File: src/design/dvmr_pkg.sv
// Purpose: Shared constants and types for the DQ reference mode register bank.
// Assumes: Both ends run on one 250 MHz command clock.
// Notes: Times are kept in their own units; cycle counts are derived here.
package dvmr_pkg;

  // ----------------------------------------------------------------
  // Clock and timing
  // ----------------------------------------------------------------
  localparam int unsigned CLK_MHZ = 250;
  localparam int unsigned T_SHORT_NS = 100;
  localparam int unsigned T_MIDDLE_NS = 200;
  localparam int unsigned T_LONG_NS = 250;
  localparam int unsigned T_WEAK_MS = 1;
  // Settle deadlines round down; controller spacing rounds up.
  localparam int unsigned SETTLE_SHORT_CYC = (T_SHORT_NS * CLK_MHZ) / 1000;
  localparam int unsigned SETTLE_MIDDLE_CYC = (T_MIDDLE_NS * CLK_MHZ) / 1000;
  localparam int unsigned SETTLE_LONG_CYC = (T_LONG_NS * CLK_MHZ) / 1000;
  localparam int unsigned SPACE_SHORT_CYC = (T_SHORT_NS * CLK_MHZ + 999) / 1000;
  localparam int unsigned SPACE_MIDDLE_CYC = (T_MIDDLE_NS * CLK_MHZ + 999) / 1000;
  localparam int unsigned WEAK_CYC = T_WEAK_MS * 1000 * CLK_MHZ;
  localparam int unsigned CNT_W = 18;

  // ----------------------------------------------------------------
  // Mode register addresses
  // ----------------------------------------------------------------
  localparam logic [5:0] MA_DEVICE_CAPABILITY_INFO = 6'h00;
  localparam logic [5:0] MA_BURST_PREAMBLE_RECOVERY_CFG = 6'h01;
  localparam logic [5:0] MA_READ_WRITE_LATENCY_CFG = 6'h02;
  localparam logic [5:0] MA_INVERSION_DRIVE_CFG = 6'h03;
  localparam logic [5:0] MA_REFRESH_THERMAL_STATUS = 6'h04;
  localparam logic [5:0] MA_GEOMETRY_INFO = 6'h08;
  localparam logic [5:0] MA_IMPEDANCE_CAL_RESET = 6'h0A;
  localparam logic [5:0] MA_TERMINATION_CFG = 6'h0B;
  localparam logic [5:0] MA_CA_REFERENCE_CFG = 6'h0C;
  localparam logic [5:0] MA_SET_POINT_TRAINING_CTRL = 6'h0D;
  localparam logic [5:0] MA_DQ_REFERENCE_CFG = 6'h0E;
  localparam logic [5:0] MA_LOWER_BYTE_CAL_INVERT = 6'h0F;
  localparam logic [5:0] MA_PARTIAL_REFRESH_BANK_MASK = 6'h10;
  localparam logic [5:0] MA_PARTIAL_REFRESH_SEGMENT_MASK = 6'h11;
  localparam logic [5:0] MA_OSCILLATOR_COUNT_LOW = 6'h12;
  localparam logic [5:0] MA_OSCILLATOR_COUNT_HIGH = 6'h13;
  localparam logic [5:0] MA_UPPER_BYTE_CAL_INVERT = 6'h14;
  localparam logic [5:0] MA_TERMINATION_ENABLES = 6'h16;
  localparam logic [5:0] MA_OSCILLATOR_RUN_TIME = 6'h17;
  localparam logic [5:0] MA_ROW_HAMMER_MITIGATION_CFG = 6'h18;
  localparam logic [5:0] MA_REPAIR_RESOURCE_INFO = 6'h19;
  localparam logic [5:0] MA_TEST_RESERVED_A = 6'h1E;
  localparam logic [5:0] MA_CAL_PATTERN_A = 6'h20;
  localparam logic [5:0] MA_TEST_RESERVED_B = 6'h27;
  localparam logic [5:0] MA_CAL_PATTERN_B = 6'h28;

  // ----------------------------------------------------------------
  // Fields and reset values
  // ----------------------------------------------------------------
  localparam int unsigned DQ_CODE_MSB = 5;
  localparam int unsigned DQ_RANGE_BIT = 6;
  localparam int unsigned FAST_SETTLE_BIT = 3;
  localparam logic [7:0] RST_ZERO = 8'h00;
  localparam logic [7:0] RST_CAL_PATTERN_A = 8'h5A;
  localparam logic [7:0] RST_CAL_PATTERN_B = 8'h3C;
  localparam logic [5:0] DQ_CODE_MAX = 6'h32;
  localparam logic [9:0] R0_MIN_PERMILLE = 10'h064;
  localparam logic [9:0] R1_MIN_PERMILLE = 10'h0DC;
  localparam logic [9:0] STEP_PERMILLE = 10'h004;

  // ----------------------------------------------------------------
  // Types
  // ----------------------------------------------------------------
  typedef enum logic [1:0] {
    ACC_NONE = 2'b00,
    ACC_RO = 2'b01,
    ACC_WO = 2'b10,
    ACC_RW = 2'b11
  } dvmr_acc_t;

  typedef enum logic [1:0] {
    H_IDLE = 2'b00,
    H_READ = 2'b01,
    H_GAP = 2'b10
  } dvmr_hstate_t;

  function automatic dvmr_acc_t dvmr_acc_of(input logic [5:0] ma);
    case (ma)
      MA_DEVICE_CAPABILITY_INFO, MA_GEOMETRY_INFO, MA_OSCILLATOR_COUNT_LOW,
      MA_OSCILLATOR_COUNT_HIGH, MA_REPAIR_RESOURCE_INFO: dvmr_acc_of = ACC_RO;
      MA_IMPEDANCE_CAL_RESET: dvmr_acc_of = ACC_WO;
      MA_BURST_PREAMBLE_RECOVERY_CFG, MA_READ_WRITE_LATENCY_CFG, MA_INVERSION_DRIVE_CFG,
      MA_REFRESH_THERMAL_STATUS, MA_TERMINATION_CFG, MA_CA_REFERENCE_CFG,
      MA_SET_POINT_TRAINING_CTRL, MA_DQ_REFERENCE_CFG, MA_LOWER_BYTE_CAL_INVERT,
      MA_PARTIAL_REFRESH_BANK_MASK, MA_PARTIAL_REFRESH_SEGMENT_MASK,
      MA_UPPER_BYTE_CAL_INVERT, MA_TERMINATION_ENABLES, MA_OSCILLATOR_RUN_TIME,
      MA_ROW_HAMMER_MITIGATION_CFG, MA_CAL_PATTERN_A, MA_CAL_PATTERN_B: dvmr_acc_of = ACC_RW;
      default: dvmr_acc_of = ACC_NONE;
    endcase
  endfunction : dvmr_acc_of

  function automatic logic [7:0] dvmr_rst_of(input logic [5:0] ma);
    case (ma)
      MA_CAL_PATTERN_A: dvmr_rst_of = RST_CAL_PATTERN_A;
      MA_CAL_PATTERN_B: dvmr_rst_of = RST_CAL_PATTERN_B;
      default: dvmr_rst_of = RST_ZERO;
    endcase
  endfunction : dvmr_rst_of

endpackage : dvmr_pkg

File: src/design/dvmr_if.sv
// Purpose: Mode register command link between controller and device.
// Assumes: Single command clock shared by both ends.
// Notes: Commands are one-cycle pulses; read data returns one cycle later.
interface dvmr_if;
  logic mrw;
  logic mrr;
  logic [5:0] ma;
  logic [7:0] op;
  logic [7:0] rd_op;
  logic rd_valid;

  modport ctrl (output mrw, output mrr, output ma, output op, input rd_op, input rd_valid);
  modport dev (input mrw, input mrr, input ma, input op, output rd_op, output rd_valid);
endinterface : dvmr_if

File: src/design/dvmr_device.sv
// Purpose: Mode register bank with DQ reference code, range and settle timing.
// Assumes: Controller keeps command spacing; commands are one-cycle pulses.
// Notes: Reference level is reported in tenths of a percent of the I/O supply.
// Notes: Codes above the range top are stored as written; only the level clamps.
// Notes: A low clock enable freezes every register, including the settle count.

// Contract
// RQ1: Reference code taken from register 14 bits 5..0.
// RQ2: Register 14 bit 6 selects range.
// RQ3: Range 0 spans 10-30%, range 1 22-42%.
// RQ4: Each code unit moves reference 0.4%.
// RQ5: Controller spaces reference writes by step time.
// RQ6: Single step settles within 100 ns.
// RQ7: Multi-step change settles within 200 ns.
// RQ8: Full span change settles within 250 ns.
// RQ9: Fast settle off allows 1 ms settling.
// RQ10: Settle time counted from write capture edge.
// RQ11: Registers accessed only by read/write commands.
// RQ12: Access class limits reads and writes.
// RQ13: Register 32 resets to pattern 5AH.
// RQ14: Register 40 resets to pattern 3CH.
// RQ15: Writes to unused addresses change nothing.
module dvmr_device
  import dvmr_pkg::*;
#(
  parameter int unsigned WEAK_CYCLES = WEAK_CYC
) (
  // Clock, reset, enable
  input wire logic i_sys_clk,
  input wire logic i_srst,
  input wire logic i_ce,
  // Command link
  dvmr_if.dev link,
  // Reference state
  output logic [5:0] o_dq_vref_code,
  output logic o_dq_vref_range_sel,
  output logic [9:0] o_dq_vref_permille,
  output logic o_dq_vref_settling,
  output logic o_reference_fast_settle_enable
);

  // ----------------------------------------------------------------
  // Register storage
  // ----------------------------------------------------------------
  logic [7:0] regs [64];
  logic [CNT_W-1:0] settle_cnt;
  logic [CNT_W-1:0] next_settle_cnt;
  logic [5:0] new_code;
  logic new_range;
  logic [5:0] step_diff;
  logic [5:0] clamp_code;
  logic [9:0] next_permille;
  logic [9:0] range_base;
  logic dq_wr;
  logic fast_wr;
  logic ce_wr;
  logic ce_rd;
  dvmr_acc_t rd_acc;
  logic range_change;
  logic full_change;
  logic multi_step;
  logic single_step;

  // ----------------------------------------------------------------
  // Command decode
  // ----------------------------------------------------------------
  // Commands count only on enabled edges; the link holds each for one cycle.
  assign ce_wr = i_ce && link.mrw;
  assign ce_rd = i_ce && link.mrr;

  // Writes that steer the reference logic directly.
  assign dq_wr = link.mrw && (link.ma == MA_DQ_REFERENCE_CFG);
  assign fast_wr = link.mrw && (link.ma == MA_SET_POINT_TRAINING_CTRL);

  // Class of the address being read; its read bit gates the answer.
  assign rd_acc = dvmr_acc_of(link.ma);

  // ----------------------------------------------------------------
  // Mode register array
  // ----------------------------------------------------------------
  // One flop byte per address; reset loads each byte's default value.

  // Only writable classes store; read-only, reserved and unused addresses ignore writes.
  for (genvar g = 0; g < 64; g++) begin : g_reg
    localparam logic [5:0] ADDR = 6'(g);
    localparam dvmr_acc_t ACC = dvmr_acc_of(ADDR);
    always_ff @(posedge i_sys_clk) begin
      if (i_srst) begin
        regs[g] <= dvmr_rst_of(ADDR); // RQ13 RQ14
      end else if (ce_wr && (link.ma == ADDR) && ACC[1]) begin
        regs[g] <= link.op; // RQ11 RQ12 RQ15
      end
    end
  end

  // ----------------------------------------------------------------
  // Read port
  // ----------------------------------------------------------------
  always_ff @(posedge i_sys_clk) begin
    if (i_srst) begin
      link.rd_valid <= 1'b0;
      link.rd_op <= RST_ZERO;
    end else if (i_ce) begin
      link.rd_valid <= link.mrr; // RQ11
      if (ce_rd) begin
        // Write-only and unmapped addresses answer with zero.
        if (rd_acc[0]) begin
          link.rd_op <= regs[link.ma]; // RQ12
        end else begin
          link.rd_op <= RST_ZERO; // RQ12
        end
      end
    end
  end

  // ----------------------------------------------------------------
  // Reference code and level
  // ----------------------------------------------------------------
  always_comb begin
    new_code = link.op[DQ_CODE_MSB:0];
    new_range = link.op[DQ_RANGE_BIT];
    // Distance in codes between the stored and the requested setting.
    if (new_code > o_dq_vref_code) begin
      step_diff = 6'(new_code - o_dq_vref_code);
    end else begin
      step_diff = 6'(o_dq_vref_code - new_code);
    end
    // Codes past the top of the span hold the level at the range maximum.
    if (new_code > DQ_CODE_MAX) begin
      clamp_code = DQ_CODE_MAX;
    end else begin
      clamp_code = new_code;
    end
    if (new_range) begin
      range_base = R1_MIN_PERMILLE; // RQ3
    end else begin
      range_base = R0_MIN_PERMILLE; // RQ3
    end
    next_permille = range_base + 10'(clamp_code) * STEP_PERMILLE; // RQ3 RQ4
  end

  always_ff @(posedge i_sys_clk) begin
    if (i_srst) begin
      o_dq_vref_code <= RST_ZERO[5:0];
      o_dq_vref_range_sel <= 1'b0;
      o_dq_vref_permille <= R0_MIN_PERMILLE;
    end else if (i_ce && dq_wr) begin
      o_dq_vref_code <= new_code; // RQ1
      o_dq_vref_range_sel <= new_range; // RQ2
      o_dq_vref_permille <= next_permille; // RQ3 RQ4
    end
  end

  always_ff @(posedge i_sys_clk) begin
    if (i_srst) begin
      o_reference_fast_settle_enable <= 1'b0;
    end else if (i_ce && fast_wr) begin
      o_reference_fast_settle_enable <= link.op[FAST_SETTLE_BIT]; // RQ9
    end
  end

  // ----------------------------------------------------------------
  // Settle window
  // ----------------------------------------------------------------
  // A range change crosses the span boundary, so it is timed as a full swing.
  assign range_change = (new_range != o_dq_vref_range_sel);
  assign full_change = range_change || (step_diff >= DQ_CODE_MAX);
  assign multi_step = !full_change && (step_diff > 6'h01);
  assign single_step = !full_change && (step_diff == 6'h01);

  // A new write restarts the window with its own length.
  // Rewriting the stored code and range with fast settling opens no window.
  always_comb begin
    next_settle_cnt = settle_cnt;
    if (settle_cnt != '0) begin
      next_settle_cnt = CNT_W'(settle_cnt - 1'b1);
    end
    if (dq_wr) begin
      if (!o_reference_fast_settle_enable) begin
        // Without fast settling every change takes the weak time.
        next_settle_cnt = CNT_W'(WEAK_CYCLES); // RQ9
      end else if (full_change) begin
        next_settle_cnt = CNT_W'(SETTLE_LONG_CYC); // RQ8
      end else if (multi_step) begin
        next_settle_cnt = CNT_W'(SETTLE_MIDDLE_CYC); // RQ7
      end else if (single_step) begin
        next_settle_cnt = CNT_W'(SETTLE_SHORT_CYC); // RQ6
      end
    end
  end

  // The window opens on the capture edge and closes at the deadline.
  always_ff @(posedge i_sys_clk) begin
    if (i_srst) begin
      settle_cnt <= '0;
    end else if (i_ce) begin
      settle_cnt <= next_settle_cnt; // RQ10
    end
  end

  // The flag is taken from the next count so that it rises on the capture edge itself.
  always_ff @(posedge i_sys_clk) begin
    if (i_srst) begin
      o_dq_vref_settling <= 1'b0;
    end else if (i_ce) begin
      o_dq_vref_settling <= (next_settle_cnt != '0); // RQ10
    end
  end

endmodule : dvmr_device

File: src/flat_wrapper.sv
// flat-port wrapper written by rule: the top's interface ports become plain ports
module dvmr_device_flat import dvmr_pkg::*;
#(
  parameter int unsigned WEAK_CYCLES = WEAK_CYC
)
  (i_sys_clk, i_srst, i_ce, o_dq_vref_code, o_dq_vref_range_sel, o_dq_vref_permille, o_dq_vref_settling, o_reference_fast_settle_enable, link_mrw, link_mrr, link_ma, link_op, link_rd_op, link_rd_valid);
  dvmr_if link_i ();
  input wire logic i_sys_clk;
  input wire logic i_srst;
  input wire logic i_ce;
  output logic [5:0] o_dq_vref_code;
  output logic o_dq_vref_range_sel;
  output logic [9:0] o_dq_vref_permille;
  output logic o_dq_vref_settling;
  output logic o_reference_fast_settle_enable;
  input wire logic [$bits(link_i.mrw)-1:0] link_mrw;
  input wire logic [$bits(link_i.mrr)-1:0] link_mrr;
  input wire logic [$bits(link_i.ma)-1:0] link_ma;
  input wire logic [$bits(link_i.op)-1:0] link_op;
  output wire logic [$bits(link_i.rd_op)-1:0] link_rd_op;
  output wire logic [$bits(link_i.rd_valid)-1:0] link_rd_valid;
  assign link_i.mrw = link_mrw;
  assign link_i.mrr = link_mrr;
  assign link_i.ma = link_ma;
  assign link_i.op = link_op;
  assign link_rd_op = link_i.rd_op;
  assign link_rd_valid = link_i.rd_valid;
  dvmr_device #(.WEAK_CYCLES(WEAK_CYCLES)) u_core (.i_sys_clk(i_sys_clk), .i_srst(i_srst), .i_ce(i_ce), .link(link_i), .o_dq_vref_code(o_dq_vref_code), .o_dq_vref_range_sel(o_dq_vref_range_sel), .o_dq_vref_permille(o_dq_vref_permille), .o_dq_vref_settling(o_dq_vref_settling), .o_reference_fast_settle_enable(o_reference_fast_settle_enable));
endmodule
File: config.mk
export PLATFORM = sky130hd
export DESIGN_NAME = dvmr_device_flat
export DESIGN_NICKNAME = d
export VERILOG_FILES = /design/src/design/dvmr_pkg.sv /design/src/design/dvmr_if.sv /design/src/design/dvmr_device.sv /design/src/flat_wrapper.sv
export SDC_FILE = /design/constraint.sdc
export NUM_CORES = 1
export LEC_CHECK = 0
export BUFFER_PORTS_ARGS = -buffer_cell sky130_fd_sc_hd__buf_2
export CAP_MARGIN = 10
export CORE_ASPECT_RATIO = 1.4
export CORE_MARGIN = 2
export CORE_UTILIZATION = 40
export CTS_CLUSTER_SIZE = 12
export DETAILED_ROUTE_END_ITERATION = 12
export SYNTH_ARGS = -nofsm -noshare
export SYNTH_HDL_FRONTEND = slang
export SYNTH_SLANG_ARGS = --single-unit
File: constraint.sdc
create_clock -name i_sys_clk -period 3.5 [get_ports i_sys_clk]
set_input_delay 0.35 -clock i_sys_clk [delete_from_list [all_inputs] [get_ports i_sys_clk]]
set_output_delay 0.35 -clock i_sys_clk [all_outputs]
set_load 0.05 [all_outputs]
**Yosys cells after proc, flatten, opt, wreduce, memory -nomap -nowiden**

Memories as Yosys holds them, arrays and structs flattened.
Cells that the tools add are included.

- Multiplexer cells: 84
- Reductions and logical operators: 31
- Equality and inequality tests: 20
- Add/subtract/negate cells: 4
- $lt $le $gt $ge: 4
- Bitwise operators: 18

Operator list:

| kind | number |
|---|---|
| $mux W8 | 20 |
| $mux W18 | 6 |
| $mux W1 | 56 |
| $eq A6 B4 Y1 const B | 6 |
| $eq A6 B5 Y1 const B | 6 |
| $reduce_bool A18 Y1 | 2 |
| $logic_and A1 B1 Y1 | 26 |
| $or A1 B1 Y1 | 18 |
| $sub A18 B1 Y18 const B | 1 |
| $eq A6 B1 Y1 const B | 2 |
| $eq A6 B2 Y1 const B | 2 |
| $eq A6 B6 Y1 const B | 2 |
| $mux W6 | 2 |
| $sub A6 B6 Y6 | 2 |
| $add A8 B8 Y9 | 1 |
| $eq A6 B3 Y1 const B | 1 |
| $ge A6 B6 Y1 const B | 1 |
| $gt A6 B1 Y1 const B | 1 |
| $gt A6 B6 Y1 | 1 |
| $gt A6 B6 Y1 const B | 1 |
| $reduce_and A2 Y1 | 1 |
| $logic_not A1 Y1 | 1 |
| $logic_or A1 B1 Y1 | 1 |
| $ne A1 B1 Y1 | 1 |

- Memories kept: 2
- Bits in writable memories: 512
- Bits in read-only memories: 128
- Input port bits: 19
- Output and inout bits: 28
- Logic and storage cells: 171
- Register bits: 46

Memories:

| memory | words | bits a word | rd ports | clocked after Yosys merged registers in | write ports | line | source |
|---|---|---|---|---|---|---|---|
| u_core.regs | 64 | 8 | 1 | 0 | 64 | dvmr_device.sv:45 | `logic [7:0] regs [64];` |
| (name not given) | 64 | 2 | 1 | 0 | 0 | dvmr_pkg.sv:83 | `case (ma)` |

**Longest topological paths before layout**

Gate-level depths: netlist (run 1).

- Word-level depth: 12
- Gate-level depth with buffers: 15
- Mapped depth without buffers: 13

**Worst setup path after synthesis (run 1)**

No wires, ideal clock.

- Path kind: input to register
- Start: in link_op[0]
- End: reg u_core.settle_cnt[15]
- Setup time: 0.128 ns
- Buffers on the path: 2
- Slack: -0.014 ns
- Data arrival time: 3.386 ns
- Stages: 14
- Data required time: 3.372 ns
- Path through: clkinv_1 > clkbuf_1 > ha_1 > inv_1 > fa_1 > a211oi_2 > nor3b_1 > o31ai_4 > mux4_2 > a31oi_1 > buf_4 > o21ai_0 > a22oi_1 > nor2_1

- Longest elaborated chain between the ends: 11

Ends and longest elaborated chain:

| what | line | source |
|---|---|---|
| from (decl) | flat_wrapper.sv:19 | `input wire logic [$bits(link_i.op)-1:0] link_op;` |
| $sub A6 B6 Y6, or another cell as far along | dvmr_device.sv:126 | `step_diff = 6'(o_dq_vref_code - new_code);` |
| $mux W6 (*) | dvmr_device.sv:123 | `if (new_code > o_dq_vref_code) begin` |
| $ge A6 B6 Y1 | dvmr_device.sv:167 | `assign full_change = range_change \|\| (step_diff >= DQ_CODE_MAX);` |
| $logic_or A1 B1 Y1 | dvmr_device.sv:167 |  |
| $logic_not A1 Y1 | dvmr_device.sv:168, dvmr_device.sv:169 |  |
| $logic_and A1 B1 Y1 | dvmr_device.sv:169 | `assign single_step = !full_change && (step_diff == 6'h01);` |
| $mux W18 | dvmr_device.sv:186 | `end else if (single_step) begin` |
| $mux W18 | dvmr_device.sv:184 | `end else if (multi_step) begin` |
| $mux W18 (*) | dvmr_device.sv:182 | `end else if (full_change) begin` |
| $mux W18 (*) | dvmr_device.sv:179 | `if (!o_reference_fast_settle_enable) begin` |
| $mux W18 (*) | dvmr_device.sv:178 | `if (dq_wr) begin` |
| to (signal assigned) | dvmr_device.sv:197 | `settle_cnt <= next_settle_cnt;` |
| to (decl) | dvmr_device.sv:46 | `logic [CNT_W-1:0] settle_cnt;` |

Every way passes the cells marked *; elsewhere a longest branch is shown, timed or not.
A chain may end at the register's enable or synchronous reset.

**Worst setup path in the final report (run 1)**

- Start: reg u_core.o_dq_vref_code[1]
- End: reg u_core.settle_cnt[15]

- Longest elaborated chain between the ends: 11

Ends and longest elaborated chain:

| what | line | source |
|---|---|---|
| from (decl) | dvmr_device.sv:35 | `output logic [5:0] o_dq_vref_code,` |
| from (signal assigned) | dvmr_device.sv:144 | `o_dq_vref_code <= RST_ZERO[5:0];` |
| from (signal assigned) | dvmr_device.sv:148 | `o_dq_vref_code <= new_code;` |
| $sub A6 B6 Y6, or another cell as far along | dvmr_device.sv:126 |  |
| $mux W6 (*) | dvmr_device.sv:123 |  |
| $ge A6 B6 Y1 | dvmr_device.sv:167 |  |
| $logic_or A1 B1 Y1 | dvmr_device.sv:167 |  |
| $logic_not A1 Y1 | dvmr_device.sv:168, dvmr_device.sv:169 |  |
| $logic_and A1 B1 Y1 | dvmr_device.sv:169 |  |
| $mux W18 | dvmr_device.sv:186 |  |
| $mux W18 | dvmr_device.sv:184 |  |
| $mux W18 (*) | dvmr_device.sv:182 |  |
| $mux W18 (*) | dvmr_device.sv:179 |  |
| $mux W18 (*) | dvmr_device.sv:178 |  |

Marks and branches as above.

==> results.md, run 1 <==
* Global-route wire length before repair at 43300 um
* Sw frac at between 20 and 30%
* First-pass DRT Iterations at 5
* Post-synth top area cell: edfxtp_1
* Vias in the first global route at a little under 8000
* Die Ht at 191 um
* Setup violators final at 0
* Slew Viols, Final at 0
* Placed cells at 1309
* Area growth from synthesis to layout at 12.1%
* Fin nets at between 1000 and 1500
* Synth Warn # at 0
* M2 GR Usage at between 30 and 40%
* Tcrit/Tclk final at a little over nine tenths
* Total design power at approximately 5.4 mW
* Total CTS buffers at 17
* Int Pwr at between 3 and 4 mW
* Clk sinks at 187
* Hold crit path type: input pin to flop
* Rows at a little under 70
* CTS tree: yes
* Core area at approximately 25000 um2
* Main area contributors after synthesis: edfxtp_1 43%, dfxtp_1 8.6%, mux2i_1 4.2%
* Max rail drop VDD at approximately 0.00037 V
* # fillers at ~2300
* Starting density of the core at ~40%
* Power Density at 482 nW/um2
* Clock transition at path regs at approximately 0.09 ns
* Via count at 7789
* Most common cell after layout, fill and taps aside: edfxtp_1
* Leakage power at a little over 4 nW
* Logic pwr share at 17.1%
* Worst EP required at 3.82 ns
* Cell area after layout at ~11000 um2
* Final setup margin at roughly 0.19 ns
* Async set-or-reset flop fraction in the synthesized netlist at 0%
* Top FF cell, synth: edfxtp_1
* Area of the die at 26300 um2
* Seq pwr share at roughly 48%
* Worst relative slew slack at ~44%
* Total grt overflow at 0
* Detailed Route WL at roughly 28000 um
* Vias per Instance at 5.80
* Worst-margin pin slew at about 0.8 ns
* Antenna violations before repair at 0
* Fin crit period at 3.31 ns
* Nature of the critical path startpoint: flop
* Switch Pwr at 1.62 mW
* CP endpoint kind: flop
* Final Hold Violating Endpoints at 0
* Avg Inst Size Synth at between 10 and 15 um2
* Boundary Pins at 47
* Die width at 138 um
* Worst Path Arrival at around 3.6 ns
* Fin Setup TNS at 0 ns
* Clock power frac at approximately a third
* Routability cong. at ~0.86
* Crit path largest cell delay at 0.59 ns
* Total track usage at 21.9%
* Diodes inserted at 0
* Number of I/O port buffers at between 40 and 50
* Placed cell area at between 10000 and 15000 um2
* Worst skew pair latency at about 0.46 ns
* Cell Chain, Critical Path: inv_1 > fa_1 > a211oi_2 > buf_4 > nor2_1 > xor2_1 > nor3b_1 > mux4_2 > a31oi_1 > buf_4 > o21ai_0 > a22oi_1 > nor2_1
* Max Buffers Root-to-Sink at 2
* Max frequency at roughly 0.3 GHz
* RSZ-0062 raised after global routing: no
* Max Cap Viol at 0
* Crit path kind: flop to flop
* Worst-path maximum fanout at 12
* HPWL Detailed at a little under 20000 um
* Slowest CP cell: mux4_2
* Number of DRC markers in iteration 0 at between 600 and 700
* Number of flops mapped to enable cells by yosys at ~140
* Cell variety after synth at 71
* FF+latch count, synth at 187
* Layout cells sized above 1 at between 10% and 20%
* Residual DRC at 0
* Largest net degree at the start of global routing at 57
* Mapped cell area at between 10000 and 15000 um2
* Status: completed
* Routed len/inst at 20.7 um
* Grt met1 use at ~26%
* Post-Syn Instances at slightly below 1000
* GR Util met3 at roughly 3.7%
* Synth top area share at a little over two fifths
* Seq/Total Area, Yosys at between 50% and 60%
* Most frequent cells in the layout: 144 x edfxtp_1, 91 x nor2_1, 78 x nor3_1
* Pre-CTS setup slack at -0.0265 ns
* Busiest grt layer: met2
* H-tree levels at 4
* Fin Clk Skew at approximately 0.017 ns
* CTS Hold Bufs at 0
* CTS Root Cell: clkbuf_16
* Non-Filler Instances at around 1300
* Detail Route Antenna Nets at 0
cell usage after synthesis, types with 12 or more instances:
master	number
edfxtp_1	144
and2_1	42
clkbuf_1	55
nand2_1	76
a21oi_1	58
nor2_1	91
nor4_1	50
inv_1	18
o21ai_0	33
nor3_1	78
mux2i_1	42
ha_1	20
a21o_1	21
dfxtp_1	43
o22ai_1	12
critical path: cells and delay by family, from the launching register on:
kind	cells	cell delay, ns
xor+xnor	1	0.19
mux	1	0.59
fa+ha+maj	1	0.46
simple gates	3	0.18
compound gates	4	0.81
buf+inv	3	0.48
flops	1	0.46
layer usage:
metal | wire length, um | up-vias | share of wire (%)
li1 | - | 3728 | -
met1 | 11300 | 3814 | 41
met2 | 14600 | 199 | 52
met3 | 1100 | 48 | 4.0
met4 | 797 | 0 | 2.9
met5 | 0 | - | 0
layout make-up:
class,count,area (um2),share of cell area [%]
clock inverters,15,141,1.26
repair buffers,87,561,5.00
clock buffers,17,425,3.79
well taps,315,394,3.51
flip-flops and latches,187,5190,46.2
inverters,24,90.1,0.803
multi-input cells,697,4420,39.4
metrics by stage:
step / utilization [%] / hold WS, ns
2_1_floorplan: - / 0.457
3_3_place_gp: 43.2 / 0.436
3_5_place_dp: 43.2 / 0.445
4_1_cts: 45.5 / 0.275
5_1_grt: 45.6 / 0.295
6_report: 45.6 / 0.291
kinds of logic after synthesis:
group                      synth area share (%)
buffers and inverters                      4.29
and+or+nand+nor                            20.1
muxes                                      5.81
adders and majority gates                  3.10
other                                    0.0375
xor gates and xnor gates                   1.31
DFF                                        51.8
AOI/OAI and AO/OA                          13.6
what timing repair did:
item                                    in CTS  in global routing
endpoints found under the setup margin       0                  7
buffers inserted                             0                  1
resized for setup                            0                  3
power groups by stage:
stage / registers, mW / clock network [mW] / logic [mW]
5_1_grt: 2.60 / 2.01 / 1.02
2_1_floorplan: 2.61 / 0 / 0.661
4_1_cts: 2.58 / 1.93 / 0.920
3_3_place_gp: 2.62 / 0 / 0.910
6_report: 2.58 / 1.90 / 0.926
3_5_place_dp: 2.63 / 0 / 0.917
path summary, 6_finish.rpt:
check	startpoint	end	slack [ns]	depth (start not counted)
worst max register to register	u_core.o_dq_vref_code[1]	u_core.settle_cnt[15]	0.19	13
worst max-delay path	u_core.o_dq_vref_code[1]	u_core.settle_cnt[15]	0.19	13
worst min-delay path	link_op[0]	u_core.regs[17][0]	0.29	2
worst min register to register	u_core.o_dq_vref_permille[7]	u_core.o_dq_vref_permille[7]	0.45	2
flip-flops by register name (all words and copies together), names as in the netlist:
name                                   count
u_core.link.rd_op                          8
u_core.link.rd_valid                       1
u_core.o_dq_vref_code                      6
u_core.o_dq_vref_permille                  7
u_core.o_dq_vref_range_sel                 1
u_core.o_dq_vref_settling                  1
u_core.o_reference_fast_settle_enable      1
u_core.regs                              144
u_core.settle_cnt                         18
Power figures use the tool's default switching activity.
==> run 2, diff against run 1 <==
Clock period 3.5 ns to 2.95 ns, I/O delays scaled along.
==> results.md, run 2 (synthesis results as in run 1) <==
* Status: complete, but fails checks
* Failing checks: setup timing
* CTS Root Cell: clkbuf_16
* Final Hold Violating Endpoints at 0
* Slowest CP cell: mux4_2
* Cell Chain, Critical Path: inv_2 > ha_4 > inv_1 > fa_2 > a21o_1 > a21oi_2 > xnor2_2 > nor3b_1 > mux4_2 > buf_6 > a41oi_4 > buf_12 > o21ai_1 > a22oi_1 > nor2_1
* Area of the die at 26300 um2
* Worst-path maximum fanout at 7
* Worst relative slew slack at between 40 and 50%
* Clk sinks at approximately 190
* Fin nets at 1100
* Worst skew pair latency at approximately 0.44 ns
* Max frequency at approximately 0.32 GHz
* Nature of the critical path startpoint: flop
* Core area at 24600 um2
* Worst EP required at about 3.3 ns
* Starting density of the core at around 41%
* Boundary Pins at 47
* CTS tree: yes
* Fin crit period at around 3.1 ns
* GR Util met3 at about 3.8%
* Rows at between 60 and 70
* Top reg by flops: u_core.regs
* Fin Clk Skew at between 0.01 and 0.015 ns
* Worst Path Arrival at 3.44 ns
* Die width at around 140 um
* Crit path largest cell delay at about 0.58 ns
* Most common cell after layout, fill and taps aside: edfxtp_1
* M2 GR Usage at approximately two fifths
* Global-route wire length before repair at around 43000 um
* Busiest grt layer: met2
* Placed cells at between 1000 and 1500
* Area growth from synthesis to layout at 18.2%
* Top Registers: u_core.regs x144, u_core.settle_cnt x18, u_core.link.rd_op x8
* Final setup margin at -0.172 ns
* Max FFs per register at between 100 and 150
* Diodes inserted at 0
* Number of I/O port buffers at between 40 and 50
* Leakage power at roughly 4.3 nW
* H-tree levels at 4
* Largest net degree at the start of global routing at 53
* Non-Filler Instances at roughly 1400
* Layout cells sized above 1 at ~20%
* Detail Route Antenna Nets at 0
* Most frequent cells in the layout: 144 x edfxtp_1, 90 x nor2_1, 79 x buf_4
* Via count at around 8000
* Setup violators final at 18
* CTS Hold Bufs at 0
* Total grt overflow at 0
* RSZ-0062 raised after global routing: yes
* Detailed Route WL at between 20000 and 30000 um
* Max Cap Viol at 0
* Vias per Instance at between 5 and 6
* Grt met1 use at a little over a quarter
* Vias in the first global route at 7847
* Power Density at around 550 nW/um2
* Routed len/inst at approximately 20 um
* Residual DRC at 0
* Die Ht at between 150 and 200 um
* Total track usage at between 20% and 30%
* HPWL Detailed at 19500 um
* Routability cong. at between 0.8 and 0.9
* Max rail drop VDD at ~0.00041 V
* Total CTS buffers at 17
* Crit path kind: flop to flop
* Worst-margin pin slew at ~0.86 ns
* Tcrit/Tclk final at 106%
* Slew Viols, Final at 0
* Number of DRC markers in iteration 0 at ~530
* Core Util, Final at roughly half
* Antenna violations before repair at 0
* Clock transition at path regs at about 0.080 ns
* CP endpoint kind: flop
* First-pass DRT Iterations at 8
* Max Buffers Root-to-Sink at 2
* Hold crit path type: input pin to flop
## run 2: cell type report
class                   instances  area (um2)
flip-flops and latches        187        5190
fillers                      2293       12800
multi-input cells             697        4600
clock buffers                  19         433
well taps                     315         394
inverters                      24         118
repair buffers                131         960
clock inverters                13         140
## run 2: worst paths after layout
check | startpoint | endpoint | slack, ns | cells after the start
max | u_core.o_dq_vref_code[0] | u_core.settle_cnt[10] | -0.17 | 15
min | link_mrr | u_core.link.rd_valid | 0.32 | 4
max reg2reg | u_core.o_dq_vref_code[0] | u_core.settle_cnt[10] | -0.17 | 15
min reg2reg | u_core.link.rd_op[3] | u_core.link.rd_op[3] | 0.45 | 2
## run 2: critical path, delay by kind of cell (launching register included)
kind                     cells  cell delay (ns)
AND/OR/NAND/NOR              2             0.15
XOR/XNOR                     1             0.15
AO/OA/AOI/OAI                5             0.84
flip-flops                   1             0.37
multiplexers                 1             0.58
adder cells (fa/ha/maj)      2             0.50
buffers and inverters        4             0.42
## run 2: timing repair
action,CTS,global route
buffers inserted,6,3
resized for setup,25,11
endpoints found under the setup margin,19,19
pin swaps,20,8
## run 2: power breakdown
group,switching [mW],internal [mW]
clock,1.02,1.25
sequential,0.0910,2.97
combinational,0.732,0.486
## run 2: layer usage
metal / share of wire [%] / vias to the layer above / wire length, um
li1: - / 3818 / -
met1: 42 / 3880 / 11600
met2: 52 / 224 / 14300
met3: 4.5 / 40 / 1240
met4: 2.5 / 0 / 684
met5: 0 / - / 0
## run 2: through the flow
stage | power, mW | area, um2 | hold slack (ns) | worst slack (ns) | setup TNS [ns]
6_report | 6.55 | 11800 | 0.320 | -0.172 | -1.88
5_1_grt | 6.80 | 11800 | 0.324 | -0.327 | -4.26
4_1_cts | 6.55 | 11700 | 0.309 | -0.144 | -1.41
3_5_place_dp | 4.28 | 11000 | 0.441 | -0.589 | -7.42
3_3_place_gp | 4.27 | 11000 | 0.437 | -0.491 | -5.76
2_1_floorplan | 3.89 | 10100 | 0.460 | -0.197 | -1.48
==> run 3, diff against run 2 <==
Clock period 2.95 ns to 3.6 ns, I/O delays scaled along.
==> results.md, run 3 (synthesis results as in run 1) <==
* Nature of the critical path startpoint: flop
* Diodes inserted at 0
* Core area at ~25000 um2
* Starting density of the core at between 40 and 50%
* Max rail drop VDD at 0.000349 V
* Leakage power at between 4 and 5 nW
* Number of I/O port buffers at 43
* First-pass DRT Iterations at 5
* Clock transition at path regs at 0.07 ns
* Setup repair bufs after CTS at 0
* Routed len/inst at between 20 and 25 um
* R2R Setup Slk at 0.27 ns
* Routability cong. at about 0.87
* Most common cell after layout, fill and taps aside: edfxtp_1
* Antenna violations before repair at 0
* Detail Route Antenna Nets at 0
* Max frequency at about 0.3 GHz
* Seq. cell area at around 5200 um2
* Critical Path Start: u_core.o_dq_vref_code[0]
* Vias per Instance at between 5 and 6
* Worst-path maximum fanout at 12
* Top reg by flops: u_core.regs
* Area growth from synthesis to layout at 12.4%
* Total design power at 5.54 mW
* Detailed Route WL at ~27000 um
* Total grt overflow at 0
* Hold crit path type: input pin to flop
* CTS tree: yes
* Layout cells sized above 1 at between 10% and 20%
* # fillers at around 2300
* Status: completed
* Top Registers: u_core.regs x144, u_core.settle_cnt x18, u_core.link.rd_op x8
* Total CTS buffers at 17
* Worst Path Arrival at 3.65 ns
* Most frequent cells in the layout: 144 x edfxtp_1, 91 x nor2_1, 78 x nor3_1
* CTS Root Cell: clkbuf_16
* Critical R2R Launch: u_core.o_dq_vref_code[0]
* CP endpoint kind: flop
* Fin crit period at about 3.3 ns
* Crit path largest cell delay at 0.69 ns
* HPWL Detailed at 18900 um
* Die width at 138 um
* Vias in the first global route at 7774
* Max Cap Viol at 0
* Worst skew pair latency at around 0.44 ns
* Power Density at just under 500 nW/um2
* Max Buffers Root-to-Sink at 2
* Clk sinks at around 190
* Die Ht at ~190 um
* RSZ-0062 raised after global routing: no
* Fin nets at roughly 1000
* Area of the die at roughly 26000 um2
* Worst-margin pin slew at a little over 0.8 ns
* Total track usage at between 20 and 25%
* Slowest CP cell: mux4_2
* Global-route wire length before repair at approximately 43000 um
* Worst relative slew slack at 43.6%
* Largest net degree at the start of global routing at 50
* Via count at between 7000 and 8000
* Residual DRC at 0
* Worst Min Path Start: i_ce
* Rows at between 60 and 70
* Slew Viols, Final at 0
* Multi-input gate area at between 4000 and 5000 um2
* H-tree levels at 4
* Boundary Pins at between 40 and 50
* Final Hold Violating Endpoints at 0
* Number of DRC markers in iteration 0 at between 700 and 800
* Cell Chain, Critical Path: ha_1 > inv_1 > fa_1 > a211oi_2 > nor3b_1 > o31ai_4 > mux4_2 > a31oi_1 > buf_4 > o21ai_0 > a22oi_1 > nor2_1
* Fin Clk Skew at 0.0101 ns
* Fin Setup TNS at 0 ns
* Tcrit/Tclk final at between 90% and 100%
* Max FFs per register at ~140
* Setup violators final at 0
* Worst EP required at between 3 and 4 ns
* Crit path kind: flop to flop
## run 3: cell types whose count changed in the layout (fill, tap and decap cells not counted), moves of 3 or more
cell	before	now
nor3b_2	3	0
nor3b_1	3	6
a21oi_2	4	1
bufinv_16	2	6
buf_6	5	0
buf_4	79	36
a21oi_1	53	57
clkinv_2	3	0
o21ai_0	21	33
dfxtp_1	40	43
buf_12	5	1
clkinv_1	4	8
o21ai_1	12	0
## run 3: area by class of cell
type                            count  share of cell area (%)
Sequential cell                   187                    46.1
Multi-Input combinational cell    697                    39.3
Timing Repair Buffer               79                    4.45
Clock buffer                       18                    3.81
Tap cell                          315                    3.50
Clock inverter                     14                    2.11
Inverter                           24                   0.800
## run 3: power breakdown
| group | total, mW | internal, mW | switching (mW) |
|---|---|---|---|
| registers | 2.51 | 2.43 | 0.0752 |
| logic | 0.880 | 0.316 | 0.564 |
| clock network | 2.15 | 1.31 | 0.842 |
| total | 5.54 | 4.06 | 1.48 |
## run 3: path summary, 6_finish.rpt
kind / end / depth (start not counted)
setup reg to reg: u_core.settle_cnt[15] / 12
setup / recovery: u_core.settle_cnt[15] / 12
hold / removal: u_core.settle_cnt[1] / 2
hold reg to reg: u_core.link.rd_op[0] / 2
## run 3: metal layers
layer  vias to the layer above  part of all wire [%]  wire length, um  GRT usage [%]
met4                         0                   3.5              966           9.81
met1                      3825                    41            11300           27.4
li1                       3698                     -                -              -
met3                        51                   4.4             1200           3.05
met2                       233                    51            13900           37.5
met5                         -                     0                0              0
## run 3: stage by stage
step	cell area (um2)	util, %	instances	setup slack (ns)	hold WS, ns
floorplan	10000	-	987	0.0764	0.457
global placement	10600	43.0	1302	0.132	0.438
detailed placement	10600	43.0	1302	0.0672	0.445
CTS	11200	45.7	1334	0.212	0.257
global route	11300	45.8	1334	0.00740	0.266
finish	11300	45.8	1334	0.270	0.293
## run 3: worst max-delay path: cells and delay by family (launching register included)
kind,cells,cell delay [ns]
buffers and inverters,2,0.25
flip-flops,1,0.39
AO/OA/AOI/OAI,5,1.11
multiplexers,1,0.69
AND/OR/NAND/NOR,2,0.17
adder cells (fa/ha/maj),2,0.60
## run 3: what timing repair did
action,4_1_cts,5_1_grt
endpoints found under the hold margin,0,0
hold buffers,0,0
resized for setup,0,2
setup endpoints to repair,0,3
